--- src/dpi_pkg.sv ---
package dpi_pkg;
  localparam int DW = 8;
  localparam int NUM_SIDES = 2;
  localparam int SIDE_A = 0;
  localparam int SIDE_B = 1;
  // Register-select addresses
  localparam logic [1:0] ADDR_PORT_A = 2'h0;
  localparam logic [1:0] ADDR_CTL_A = 2'h1;
  localparam logic [1:0] ADDR_PORT_B = 2'h2;
  localparam logic [1:0] ADDR_CTL_B = 2'h3;
  // Control register bit positions
  localparam int CTL_IN1_EN = 0;
  localparam int CTL_IN1_POS = 1;
  localparam int CTL_PORT_SEL = 2;
  localparam int CTL_L2_CTRL = 3;
  localparam int CTL_L2_POS = 4;
  localparam int CTL_L2_OUT = 5;
  localparam int CTL_FLAG2 = 6;
  localparam int CTL_FLAG1 = 7;
  // Only bits 5..0 are writable; flags are hardware owned
  localparam int CTL_WR_TOP = 5;
  localparam logic [7:0] CTL_RST = 8'h00;
  localparam logic [7:0] DIR_RST = 8'h00;
  localparam logic [7:0] OUT_RST = 8'h00;
  localparam logic [7:0] ALL_IN = 8'h00;

  typedef enum logic [1:0] {
    DPI_L2_INPUT = 2'b00,
    DPI_L2_STROBE = 2'b01,
    DPI_L2_MANUAL = 2'b10
  } dpi_l2_mode_t;

  typedef struct packed {
    logic ph2;
    logic sel_hi0;
    logic sel_hi1;
    logic sel_lo2;
    logic [1:0] reg_sel;
    logic rd_nwr;
    logic [DW-1:0] data;
    logic init_n;
    logic [NUM_SIDES-1:0] in1;
    logic [NUM_SIDES-1:0] line2;
    logic [DW-1:0] pa;
    logic [DW-1:0] pb;
  } dpi_pins_t;

  typedef struct packed {
    logic sel;
    logic [1:0] addr;
    logic rd;
    logic [DW-1:0] data;
  } dpi_snap_t;

  typedef struct packed {
    logic [7:0] ctl;
    logic [DW-1:0] dir;
    logic [DW-1:0] outr;
    logic in1_q;
    logic l2_q;
    logic l2_low;
  } dpi_side_t;

  typedef struct packed {
    dpi_pins_t sync1;
    dpi_pins_t sync2;
    logic ph2_q;
    dpi_snap_t snap;
    logic [DW-1:0] rdata;
    logic rd_oe;
    dpi_side_t [NUM_SIDES-1:0] side;
  } dpi_state_t;
endpackage

--- src/dpi_port_adapter.sv ---
// Contract
// - Bus access only while select zero and one high and select two low.
// - Initialise low clears control, direction and output registers.
// - Read-not-write high reads toward processor, low writes into device.
// - Two select lines address port A, control A, port B, control B.
// - Control bit 2 picks pins/output register or direction register.
// - Control, direction, output registers writable; control, direction readable.
// - Per-side interrupt request is active low, open drain.
// - Control bits 6 and 7 hold the interrupt flags.
// - Bit 7 set by any active A1 edge; bit 0 only gates request.
// - Bit 6 set by A2 edge in input mode; bit 3 gates it.
// - Reading port A pins clears control A bits 6 and 7.
// - Request low while (bit7 and bit0) or (bit6 and bit3).
// - Side B mirrors side A flags, edges and gating.
// - Reading port B pins clears control B bits 6 and 7.
// - A1 is input only; bit 1 selects falling or rising edge.
// - Bit 5 zero makes A2 input; bit 4 chooses its edge.
// - Bits 5,4,3 = 1,0,1: A2 pulses once per port A pin read.
// - Port B input lines are high impedance.
// - Eight-bit tri-state data bus, released unless driving read data.
// - Direction bit 1 drives output register bit; 0 makes input.
// - Write data lands in register after phase-two trailing edge.
// - Manual output mode: A2 follows control bit 3.
// - Strobe: low after read; back high on next fall or A1 edge.
`timescale 1ns/1ps
`default_nettype none
module dpi_port_adapter #(
  parameter int DATA_W = dpi_pkg::DW
) (
  input wire logic i_clk_sys,
  input wire logic i_rst_b,
  input wire logic i_ph2,
  input wire logic i_select_high_zero,
  input wire logic i_select_high_one,
  input wire logic i_select_low_two,
  input wire logic i_reg_sel_lo,
  input wire logic i_reg_sel_hi,
  input wire logic i_rd_nwr,
  input wire logic i_init_n,
  input wire logic [DATA_W-1:0] i_bus_buffer,
  output logic [DATA_W-1:0] o_bus_buffer,
  output logic o_bus_buffer_oe,
  output logic o_side_a_int_n,
  output logic o_side_a_int_n_oe,
  output logic o_side_b_int_n,
  output logic o_side_b_int_n_oe,
  input wire logic i_ctl_a_in1,
  input wire logic i_ctl_b_in1,
  input wire logic i_ctl_a_line2,
  output logic o_ctl_a_line2,
  output logic o_ctl_a_line2_oe,
  input wire logic i_ctl_b_line2,
  output logic o_ctl_b_line2,
  output logic o_ctl_b_line2_oe,
  input wire logic [DATA_W-1:0] i_port_a_lines,
  output logic [DATA_W-1:0] o_port_a_lines,
  output logic [DATA_W-1:0] o_port_a_lines_oe,
  input wire logic [DATA_W-1:0] i_port_b_lines,
  output logic [DATA_W-1:0] o_port_b_lines,
  output logic [DATA_W-1:0] o_port_b_lines_oe
);
  localparam int NS = dpi_pkg::NUM_SIDES;

  // The register map is byte wide by construction
  if (DATA_W != dpi_pkg::DW) begin : g_bad_width
    $error("DATA_W must be 8");
  end

  dpi_pkg::dpi_state_t s_r;
  dpi_pkg::dpi_state_t s_nxt;
  dpi_pkg::dpi_pins_t pins;
  dpi_pkg::dpi_pins_t p;
  logic sel_now;
  logic ph2_fall;
  logic wr_ev;
  logic rd_ev;
  logic [DATA_W-1:0] rd_mux;
  logic [NS-1:0] port_addr;
  logic [NS-1:0] ctl_addr;
  logic [NS-1:0] pin_rd;
  logic [NS-1:0] in1_edge;
  logic [NS-1:0] l2_edge;
  logic [NS-1:0] irq;
  logic [DATA_W-1:0] pin_val [NS];
  logic [DATA_W-1:0] port_rd [NS];
  dpi_pkg::dpi_l2_mode_t mode [NS];

  // Every pin from the processor or peripheral enters through two flops
  assign pins = '{ph2: i_ph2, sel_hi0: i_select_high_zero,
                  sel_hi1: i_select_high_one, sel_lo2: i_select_low_two,
                  reg_sel: {i_reg_sel_hi, i_reg_sel_lo}, rd_nwr: i_rd_nwr,
                  data: i_bus_buffer, init_n: i_init_n,
                  in1: {i_ctl_b_in1, i_ctl_a_in1},
                  line2: {i_ctl_b_line2, i_ctl_a_line2},
                  pa: i_port_a_lines, pb: i_port_b_lines};
  assign p = s_r.sync2;

  // Bus decode on synchronised pins; accesses act on the trailing edge
  assign sel_now = p.sel_hi0 & p.sel_hi1 & ~p.sel_lo2;
  assign ph2_fall = s_r.ph2_q & ~p.ph2;
  assign wr_ev = ph2_fall & s_r.snap.sel & ~s_r.snap.rd;
  assign rd_ev = ph2_fall & s_r.snap.sel & s_r.snap.rd;

  // Per-side decode, edge detect and interrupt request
  for (genvar i = 0; i < NS; i++) begin : g_side
    localparam logic [1:0] PADDR = (i == 0) ? dpi_pkg::ADDR_PORT_A : dpi_pkg::ADDR_PORT_B;
    localparam logic [1:0] CADDR = (i == 0) ? dpi_pkg::ADDR_CTL_A : dpi_pkg::ADDR_CTL_B;
    logic [7:0] c;
    logic in1_now;
    logic l2_now;
    assign c = s_r.side[i].ctl;
    assign in1_now = p.in1[i];
    assign l2_now = p.line2[i];
    assign pin_val[i] = (i == 0) ? p.pa : p.pb;
    assign port_addr[i] = s_r.snap.addr == PADDR;
    assign ctl_addr[i] = s_r.snap.addr == CADDR;
    assign port_rd[i] = c[dpi_pkg::CTL_PORT_SEL] ? pin_val[i] : s_r.side[i].dir;
    assign pin_rd[i] = rd_ev & port_addr[i] & c[dpi_pkg::CTL_PORT_SEL];
    // Compare against the sample from the previous phase-two fall
    assign in1_edge[i] = ph2_fall & (c[dpi_pkg::CTL_IN1_POS] ? (~s_r.side[i].in1_q & in1_now)
                                                             : (s_r.side[i].in1_q & ~in1_now));
    assign l2_edge[i] = ph2_fall & ~c[dpi_pkg::CTL_L2_OUT] &
                        (c[dpi_pkg::CTL_L2_POS] ? (~s_r.side[i].l2_q & l2_now)
                                                : (s_r.side[i].l2_q & ~l2_now));
    assign mode[i] = ~c[dpi_pkg::CTL_L2_OUT] ? dpi_pkg::DPI_L2_INPUT :
                     c[dpi_pkg::CTL_L2_POS] ? dpi_pkg::DPI_L2_MANUAL : dpi_pkg::DPI_L2_STROBE;
    // Flag and its enable, either pair pulls the request
    assign irq[i] = (c[dpi_pkg::CTL_FLAG1] & c[dpi_pkg::CTL_IN1_EN]) |
                    (c[dpi_pkg::CTL_FLAG2] & c[dpi_pkg::CTL_L2_CTRL]);
  end

  // Read data source follows the live register-select lines
  always_comb begin
    case (p.reg_sel)
      dpi_pkg::ADDR_PORT_A: rd_mux = port_rd[dpi_pkg::SIDE_A];
      dpi_pkg::ADDR_CTL_A: rd_mux = s_r.side[dpi_pkg::SIDE_A].ctl;
      dpi_pkg::ADDR_PORT_B: rd_mux = port_rd[dpi_pkg::SIDE_B];
      dpi_pkg::ADDR_CTL_B: rd_mux = s_r.side[dpi_pkg::SIDE_B].ctl;
      default: rd_mux = '0;
    endcase
  end

  // Next state of the whole block
  always_comb begin
    s_nxt = s_r;
    s_nxt.sync1 = pins;
    s_nxt.sync2 = s_r.sync1;
    s_nxt.ph2_q = p.ph2;
    // Snapshot keeps the last value seen while phase two was high
    if (p.ph2) begin
      s_nxt.snap = '{sel: sel_now, addr: p.reg_sel, rd: p.rd_nwr, data: p.data};
    end
    s_nxt.rd_oe = p.ph2 & sel_now & p.rd_nwr;
    if (p.ph2 & sel_now & p.rd_nwr) begin
      s_nxt.rdata = rd_mux;
    end
    for (int i = 0; i < NS; i++) begin
      if (ph2_fall) begin
        s_nxt.side[i].in1_q = p.in1[i];
        s_nxt.side[i].l2_q = p.line2[i];
      end
      if (wr_ev & ctl_addr[i]) begin
        s_nxt.side[i].ctl[dpi_pkg::CTL_WR_TOP:0] = s_r.snap.data[dpi_pkg::CTL_WR_TOP:0];
      end
      if (wr_ev & port_addr[i] & s_r.side[i].ctl[dpi_pkg::CTL_PORT_SEL]) begin
        s_nxt.side[i].outr = s_r.snap.data;
      end
      if (wr_ev & port_addr[i] & ~s_r.side[i].ctl[dpi_pkg::CTL_PORT_SEL]) begin
        s_nxt.side[i].dir = s_r.snap.data;
      end
      // A new edge beats a clear in the same cycle
      s_nxt.side[i].ctl[dpi_pkg::CTL_FLAG1] =
        (s_r.side[i].ctl[dpi_pkg::CTL_FLAG1] & ~pin_rd[i]) | in1_edge[i];
      s_nxt.side[i].ctl[dpi_pkg::CTL_FLAG2] =
        ((s_r.side[i].ctl[dpi_pkg::CTL_FLAG2] & ~pin_rd[i]) | l2_edge[i]) &
        ~s_nxt.side[i].ctl[dpi_pkg::CTL_L2_OUT];
      // Line-two drive; output level stored inverted so reset means high
      case (mode[i])
        dpi_pkg::DPI_L2_MANUAL: begin
          s_nxt.side[i].l2_low = ~s_r.side[i].ctl[dpi_pkg::CTL_L2_CTRL];
        end
        dpi_pkg::DPI_L2_STROBE: begin
          if (pin_rd[i]) begin
            s_nxt.side[i].l2_low = 1'b1;
          end else if (s_r.side[i].l2_low &
                       (s_r.side[i].ctl[dpi_pkg::CTL_L2_CTRL] ? ph2_fall : in1_edge[i])) begin
            s_nxt.side[i].l2_low = 1'b0;
          end
        end
        default: begin
          s_nxt.side[i].l2_low = 1'b0;
        end
      endcase
    end
    // Initialise pin clears every programmable register
    if (~p.init_n) begin
      for (int i = 0; i < NS; i++) begin
        s_nxt.side[i].ctl = dpi_pkg::CTL_RST;
        s_nxt.side[i].dir = dpi_pkg::DIR_RST;
        s_nxt.side[i].outr = dpi_pkg::OUT_RST;
        s_nxt.side[i].l2_low = 1'b0;
      end
      s_nxt.rd_oe = 1'b0;
    end
  end

  // Single state register, constant under asynchronous reset
  always_ff @(posedge i_clk_sys or negedge i_rst_b) begin
    if (!i_rst_b) begin
      s_r <= '0;
    end else begin
      s_r <= s_nxt;
    end
  end

  // Bus and open-drain request outputs
  assign o_bus_buffer = s_r.rdata;
  assign o_bus_buffer_oe = s_r.rd_oe;
  assign o_side_a_int_n = 1'b0;
  assign o_side_a_int_n_oe = irq[dpi_pkg::SIDE_A];
  assign o_side_b_int_n = 1'b0;
  assign o_side_b_int_n_oe = irq[dpi_pkg::SIDE_B];

  // Peripheral side; direction register is the per-line enable
  assign o_port_a_lines = s_r.side[dpi_pkg::SIDE_A].outr;
  assign o_port_a_lines_oe = s_r.side[dpi_pkg::SIDE_A].dir;
  assign o_port_b_lines = s_r.side[dpi_pkg::SIDE_B].outr;
  assign o_port_b_lines_oe = s_r.side[dpi_pkg::SIDE_B].dir;
  assign o_ctl_a_line2 = ~s_r.side[dpi_pkg::SIDE_A].l2_low;
  assign o_ctl_a_line2_oe = s_r.side[dpi_pkg::SIDE_A].ctl[dpi_pkg::CTL_L2_OUT];
  assign o_ctl_b_line2 = ~s_r.side[dpi_pkg::SIDE_B].l2_low;
  assign o_ctl_b_line2_oe = s_r.side[dpi_pkg::SIDE_B].ctl[dpi_pkg::CTL_L2_OUT];

  logic [7:0] ca;
  assign ca = s_r.side[dpi_pkg::SIDE_A].ctl;
endmodule
`default_nettype wire

--- config.mk ---
export PLATFORM = sky130hd
export DESIGN_NAME = dpi_port_adapter
export DESIGN_NICKNAME = d
export VERILOG_FILES = /design/src/dpi_pkg.sv /design/src/dpi_port_adapter.sv
export SDC_FILE = /design/constraint.sdc
export NUM_CORES = 1
export LEC_CHECK = 0
export BUFFER_PORTS_ARGS = -buffer_cell sky130_fd_sc_hd__buf_2
export CAP_MARGIN = 25
export CORE_UTILIZATION = 51
export DETAILED_ROUTE_END_ITERATION = 6
export GPL_ROUTABILITY_DRIVEN = 1
export GPL_TIMING_DRIVEN = 0
export PLACE_DENSITY = 0.88
export SLEW_MARGIN = 40
export SYNTH_ARGS = -nofsm -noshare
export SYNTH_HDL_FRONTEND = slang
export SYNTH_SLANG_ARGS = --single-unit
--- constraint.sdc ---
create_clock -name i_clk_sys -period 1.7 [get_ports i_clk_sys]
set_input_delay 0 -clock i_clk_sys [delete_from_list [all_inputs] [get_ports i_clk_sys]]
set_output_delay 0 -clock i_clk_sys [all_outputs]
set_load 0.05 [all_outputs]
Word level (Yosys, flattened, before mapping)
Cells that the tools add are included.
Operators by class
  $add $sub $neg: 0
  $mul: 0
  divide/modulo/power cells: 0
  $lt $le $gt $ge: 0
  equal/unequal tests: 18
  shift-type cells: 0
  multiplexer cells: 28
  bitwise gates (word level): 75
  reduce and logical (&&, ||, !) cells: 2
Operators with widths (number)
  two-way mux 25 bit: 2
  two-way mux 8 bit: 6
  bitwise AND 1 bit: 46
  case mux 8 bit (4 select lines): 1
  NOT 1 bit: 23
  == test 2 bit (second input constant): 6
  two-way mux 6 bit: 2
  != test 2 x 1 -> 1 bit (second input constant): 6
  two-way mux 1 bit: 11
  == test 2 x 1 -> 1 bit (second input constant): 4
  two-way mux 2 bit: 4
  != test 4 bit (second input constant): 2
  bitwise OR 1 bit: 6
  logical NOT 2 bit: 2
  case mux 1 bit (2 select lines): 2
Word-level totals
  register bits after elaboration: 148
  bits in latches: 0
  RAM bits: 0
  bits in read-only memories: 0
  output and inout port bits: 49
  logic and storage cells: 168
  memories kept: 0

Depth between registers and ports, before layout
Gate-level depths: netlist of the first run.
  depth in word-level cells: 11
  depth in mapped cells: 7

Least setup slack after synthesis of the first run
No wires, ideal clock.
  path kind: reg-to-reg
  start point: register s_r, in the netlist ca[2]
  end point: register s_r, in the netlist o_bus_buffer[4]
  setup time: 0.125 ns
  arrival time: 1.702 ns
  data required time: 1.575 ns
  setup slack: -0.127 ns
  cell stages (with the launch flop): 5
  buffers on the path: 1
  path through: dfrtp_1 -> clkbuf_1 -> mux2_1 -> mux4_2 -> mux2_2
On the way
  longest elaborated chain between the ends: 2
RTL lines
  from (decl): line dpi_port_adapter.sv:69  | dpi_pkg::dpi_state_t s_r;
  from (signal assigned): line dpi_port_adapter.sv:212  | s_r <= s_nxt;
  two-way mux 8 bit: line dpi_port_adapter.sv:117  | assign port_rd[i] = c[dpi_pkg::CTL_PORT_SEL] ? pin_val[i] : s_r.side[i].dir;
  case mux 8 bit (4 select lines): line dpi_port_adapter.sv:134  | case (p.reg_sel)
No other way between the ends.
A chain may end at the register's enable or synchronous reset.

Worst setup path in the final report of the first run
  start point: register s_r, in the netlist g_side[1].c[2]
  end point: register s_r, in the netlist o_bus_buffer[6]
The elaborated chain is that of the path after synthesis.

==> results.md, run 1 <==
* Run status: finished with violations
* Failing checks: negative hold slack, negative setup slack
* Die W at 108 µm
* IO Port Bufs at 84
* Slowest cell delay on critical path at 0.47 ns
* Worst R2R End: o_bus_buffer[6]
* Starting Density at 52.5%
* WP buf/inv at 2
* FILL cells at 731
* Most frequent cell after synthesis: dfrtp_1
* Leakage power total at 3.73 nW
* Post-synth top area share at 65.1%
* CTS tree: built
* Post-synthesis cell area at 5690 µm²
* GRT Overall Usage at 25.3%
* Worst path cell trace: buf_6 -> buf_8 -> mux2_4 -> mux4_2 -> mux2_2
* Drt drc at 0
* EDFF count, synth at 0
* Setup crit start: g_side[1].c[2]
* Fmax at 542 MHz
* Final setup fails at 16
* Fin. max-slew vios at 0
* Area of the core at 10,800 µm²
* Hpwl dp at 8180 µm
* Maximum clock insertion buffer count at 2
* I/O Pins at 87
* Final setup TNS at -1.35 ns
* WL/cell at 18.4 µm
* Top cells by area, synth: dfrtp_1 65%, buf_4 5.5%, mux2i_1 4.9%
* Yosys reg bits at 148
* RePlAce Congestion at 0.839
* RR Startpoint: g_side[1].c[2]
* H-Tree Depth at 4
* # diodes at 0
* Vias in the first global route at 4,130
* Hold Path Class: primary input to asynchronous set/reset pin
* Gr ovfl total at 0
* CTS Buf Count at 17
* Final nets at 621
* DR pass1 iterations at 4
* Initial antenna violation count at 0
* Worst path arrival time at 2.26 ns
* CTS Root Buffer Type: clkbuf_8
* CP max stage cell: mux4_2
* Delay-heaviest family, CP: multiplexers
* Post-DRT Antenna Nets at 0
* Slew @ Worst Pin at 0.605 ns
* Vias per cell at 5.32
* Pre-CTS setup slack at -0.198 ns
* CP endpoint kind: flop
* Asr flop ratio synth at 100%
* Worst Reg-to-Reg Cells at 5
* Worst Setup EP: o_bus_buffer[6]
* Max reg flops at 36
* Final worst-path cycle share at 109%
* 1st-iter DRT viols at 233
* Avg Synthesized Cell Area at 13.3 µm²
* PwrDens at 1040 nW/µm²
* Distinct cells, synth at 40
* Setup Skew at 0.00669 ns
* Synth top cells by count: 148 x dfrtp_1, 45 x nand2_1, 42 x buf_4
* Max Cap Viol at 0
* Die Area at 11,600 µm²
* Setup crit start kind: flop
* Share of layout cells above drive strength 1 at 39.6%
* Tmin final at 1.85 ns
* Worst Hold Slack at -0.00367 ns
* Worst VDD drop at 787 µV
* Clock Latency Late Sink at 0.54 ns
* Clock Pin Slew Worst Setup and Hold Paths at 0.06 ns
* Crit. path cell count at 5
* Vert. Die Dim at 108 µm
* Critical path class: flop to flop
* Sink Count at 148
* WP data required at 2.12 ns
* Largest net degree at the start of global routing at 82
* Syn-to-layout area delta at 33.7%
* Std-Cell Rows at 38
* Max_slew headroom at 59.6%
* YS warnings at 0
* Cell taking the most area after synthesis: dfrtp_1
* Cell Count, Final, Fillers Out at 736
* Final setup margin at -0.145 ns
* CP max FO at 6
* Cells after Synth at 427
* Placed instance count at 653
* Ys flop type: dfrtp_1
* Final Hold Fails at 2
* First-pass GRT wire length at 21,100 µm
* Total Wirelength at 13,500 µm
* RSZ-0062 raised after global routing: true
* Post-synthesis sequential area ratio at 65.1%
* Vias at 3,916
* R2R Setup Slk at -0.15 ns
==> layer usage <==
metal / global-route usage (%) / wire (µm)
met4: 13.2 / 423
met2: 41.8 / 6930
met3: 7.14 / 770
met1: 30.1 / 5410
met5: 0 / 0
==> logic make-up (layout without fill, tap and decap cells) <==
logic type / Yosys count / after routing / synth area share (%)
simple gates: 106 / 106 / 9.30
buf+inv: 67 / 235 / 7.47
other cells: 1 / 2 / 0.0659
mux: 69 / 69 / 14.4
compound gates: 36 / 36 / 3.69
flops: 148 / 148 / 65.1
==> cells in the final DEF (no fill, tap or decap), types with 4 or more instances in the layout <==
cell type,synthesis,final
nand2_1,45,45
o21ai_1,18,12
mux2i_1,28,28
buf_6,1,9
mux4_2,7,7
buf_4,42,52
mux2_4,0,11
clkbuf_2,0,4
o21ai_2,0,6
mux2_2,20,17
clkinvlp_4,0,5
clkbuf_16,0,17
dlygate4sd3_1,0,38
buf_2,7,84
a21oi_1,6,6
clkbuf_1,11,6
nor2_1,16,16
inv_1,4,4
nand3_1,20,17
mux2_1,14,6
dfrtp_1,148,147
==> worst min-delay path by stage <==
stage,start,endpoint
after floorplan,i_rst_b,ca[0]
after global placement,i_select_high_zero,s_nxt[110]
after detailed placement,i_rst_b,s_nxt[92]
after CTS,i_rst_b,s_r[64]
after global routing,i_rst_b,s_nxt[98]
final,i_rst_b,s_r[64]
==> final cells by class <==
class / count / area, µm² / share of cell area, %
Tap cell: 140 / 175 / 2.30
Clock inverter: 12 / 155 / 2.04
Sequential cell: 148 / 3700 / 48.7
Buffer: 61 / 467 / 6.13
Multi-Input combinational cell: 213 / 1680 / 22.1
Clock buffer: 20 / 435 / 5.72
Inverter: 4 / 15.0 / 0.197
Timing Repair Buffer: 138 / 978 / 12.9
==> power by group <==
group,switching (mW),internal [mW],leakage [nW]
Clock,1.45,2.27,0.274
Combinational,0.227,0.190,1.59
Sequential,0.0936,3.66,1.86
==> timing repair <==
item / 4_1_cts / 5_1_grt
hold buffers: 38 / 0
pin swaps: 1 / 7
gates cloned: 1 / 0
resized for setup: 25 / 24
endpoints found under the setup margin: 41 / 35
hold endpoints to repair: 184 / 0
setup buffers: 10 / 4
==> per-stage QoR <==
stage / total power [mW] / instance area (µm²) / utilization, %
floorplan: 3.94 / 5730 / -
global placement: 4.11 / 6330 / 58.4
detailed placement: 4.14 / 6360 / 58.7
CTS: 7.93 / 7490 / 69.1
global route: 8.15 / 7610 / 70.2
finish: 7.90 / 7610 / 70.2
Power figures use the tool's default switching activity.
==> run 2, diff against run 1 <==
- HOLD_SLACK_MARGIN: not set -> 0.15
==> run 2 against run 1 <==
Effect of this change:
- the flow finishes with violations (negative setup slack)
- register-to-register slack better by 0.02 ns
- cell count up 4.9%
- flip-flop and latch count unchanged
- critical endpoint is now o_bus_buffer[3]
- largest cell class unchanged
- highest routed layer unchanged
==> results.md, run 2 (synthesized netlist as in run 1, its figures left out) <==
* Run status: finished with violations
* Failing checks: negative setup slack
* Final setup margin at -0.121 ns
* Logic pwr share at 6.1%
* Die Area at 11,600 µm²
* Psw at 1.82 mW
* Slew @ Worst Pin at 0.612 ns
* Part of the power in registers at 47.0%
* Drt drc at 0
* Sw Share at 22.7%
* H-Tree Depth at 4
* I/O Pins at 87
* Final Power at 8.00 mW
* Vert. Die Dim at 108 µm
* Final Hold Fails at 0
* Leading cell type in the layout, fill and taps excluded: dfrtp_1
* Fmax at 549 MHz
* CP max FO at 6
* Final setup TNS at -1.44 ns
* RSZ-0062 raised after global routing: true
* DR pass1 iterations at 5
* Delay-heaviest family, CP: multiplexers
* WL/cell at 19.2 µm
* CTS Root Buffer Type: clkbuf_8
* Clock Power Share at 46.9%
* Initial antenna violation count at 0
* Max_slew headroom at 59.2%
* Final Cell Area at 8030 µm²
* Tmin final at 1.82 ns
* Worst Hold Slack at 0.347 ns
* Hpwl dp at 8180 µm
* Placed cell area at 6360 µm²
* PwrDens at 996 nW/µm²
* Multi-input logic area at 1730 µm²
* 1st-iter DRT viols at 289
* Syn-to-layout area delta at 41.0%
* Final worst-path cycle share at 107%
* Slowest cell delay on critical path at 0.48 ns
* Int Pwr at 6.18 mW
* Worst VDD drop at 781 µV
* Maximum clock insertion buffer count at 2
* Final nets at 657
* CTS Buf Count at 17
* Setup Skew at 0.00608 ns
* First-pass GRT wire length at 22,600 µm
* Highest-count cells in the layout ignoring fill and taps: 146 x dfrtp_1, 84 x buf_2, 74 x dlygate4sd3_1
* # diodes at 0
* Die W at 108 µm
* Setup crit start kind: flop
* Starting Density at 52.5%
* Hold Path Class: flop to flop
* Seq. cell area at 3710 µm²
* CP endpoint kind: flop
* Fin. max-slew vios at 0
* Vias per cell at 5.38
* WP data required at 2.13 ns
* Max reg flops at 36
* Sink Count at 148
* Leakage power total at 3.84 nW
* CTS tree: built
* Share of layout cells above drive strength 1 at 38.8%
* Gr ovfl total at 0
* Cell Count, Final, Fillers Out at 772
* Clock Latency Late Sink at 0.55 ns
* CP max stage cell: mux4_2
* Worst path arrival time at 2.25 ns
* WP buf/inv at 1
* Vias in the first global route at 4,372
* RePlAce Congestion at 0.839
* Placed instance count at 653
* Vias at 4,155
* Largest net degree at the start of global routing at 82
* Final setup fails at 26
* Total Wirelength at 14,800 µm
* Top cell by count, worst path: mux2_4
* Critical path class: flop to flop
* IO Port Bufs at 84
* Final core occ at 74.0%
* Std-Cell Rows at 38
* Clock Pin Slew Worst Setup and Hold Paths at 0.06 ns
* Pre-CTS setup slack at -0.198 ns
* Worst path cell trace: clkbuf_16 -> mux2_4 -> mux4_2 -> mux2_4
* Max Cap Viol at 0
* GRT Overall Usage at 27.2%
* FILL cells at 687
* Area of the core at 10,800 µm²
* Post-DRT Antenna Nets at 0
-- run 2: cell types whose count changed in the layout (fill, tap and decap cells not counted), sizes merged --
| cell | previous run | this run |
|---|---|---|
| dlygate4sd3 | 38 | 74 |
-- run 2: final timing paths --
| kind | start | to | slack (ns) | cells past startpoint |
|---|---|---|---|---|
| setup / recovery | ca[2] | o_bus_buffer[3] | -0.12 | 4 |
| hold / removal | s_nxt[77] | p[1] | 0.35 | 0 |
| setup reg to reg | ca[2] | o_bus_buffer[3] | -0.12 | 4 |
| hold reg to reg | s_nxt[77] | p[1] | 0.35 | 0 |
| max in group asynchronous | i_rst_b | g_side[1].c[2] | 0.42 | 4 |
| min in group asynchronous | i_rst_b | s_nxt[92] | 0.52 | 3 |
-- run 2: repair_timing --
action / CTS / global route
pin swaps: 1 / 5
setup endpoints to repair: 41 / 42
cloned: 1 / 0
endpoints found under the hold margin: 184 / 0
hold buffers: 74 / 0
gates resized for setup: 25 / 38
setup buffers: 10 / 5
-- run 2: cell type report --
type                    count  share of cell area (%)
clock inverters            12                    1.93
plain buffers              60                    5.71
repair buffers            175                    16.8
well taps                 140                    2.18
flip-flops and latches    148                    46.2
multi-input cells         213                    21.6
clock buffers              20                    5.42
inverters                   4                   0.187
-- run 2: power by group through the flow --
stage	logic (mW)	registers (mW)	clock network [mW]
3_3_place_gp	0.317	3.79	0
4_1_cts	0.470	3.75	3.78
6_report	0.486	3.76	3.75
5_1_grt	0.531	3.77	3.94
3_5_place_dp	0.338	3.80	0
2_1_floorplan	0.172	3.77	0
-- run 2: worst reg2reg max path: cells and delay by family, from the launching register on --
family | cells | cell delay [ns]
muxes | 3 | 1.08
DFF | 1 | 0.44
buffers and inverters | 1 | 0.18
-- run 2: per-layer routing --
metal	part of all wire, %	vias to the layer above	wire length (µm)	global-route usage (%)
li1	-	1802	-	-
met1	37	2090	5550	31.6
met2	52	204	7710	46.7
met3	6.5	59	969	7.32
met4	4.1	0	609	12.8
met5	0	-	0	0
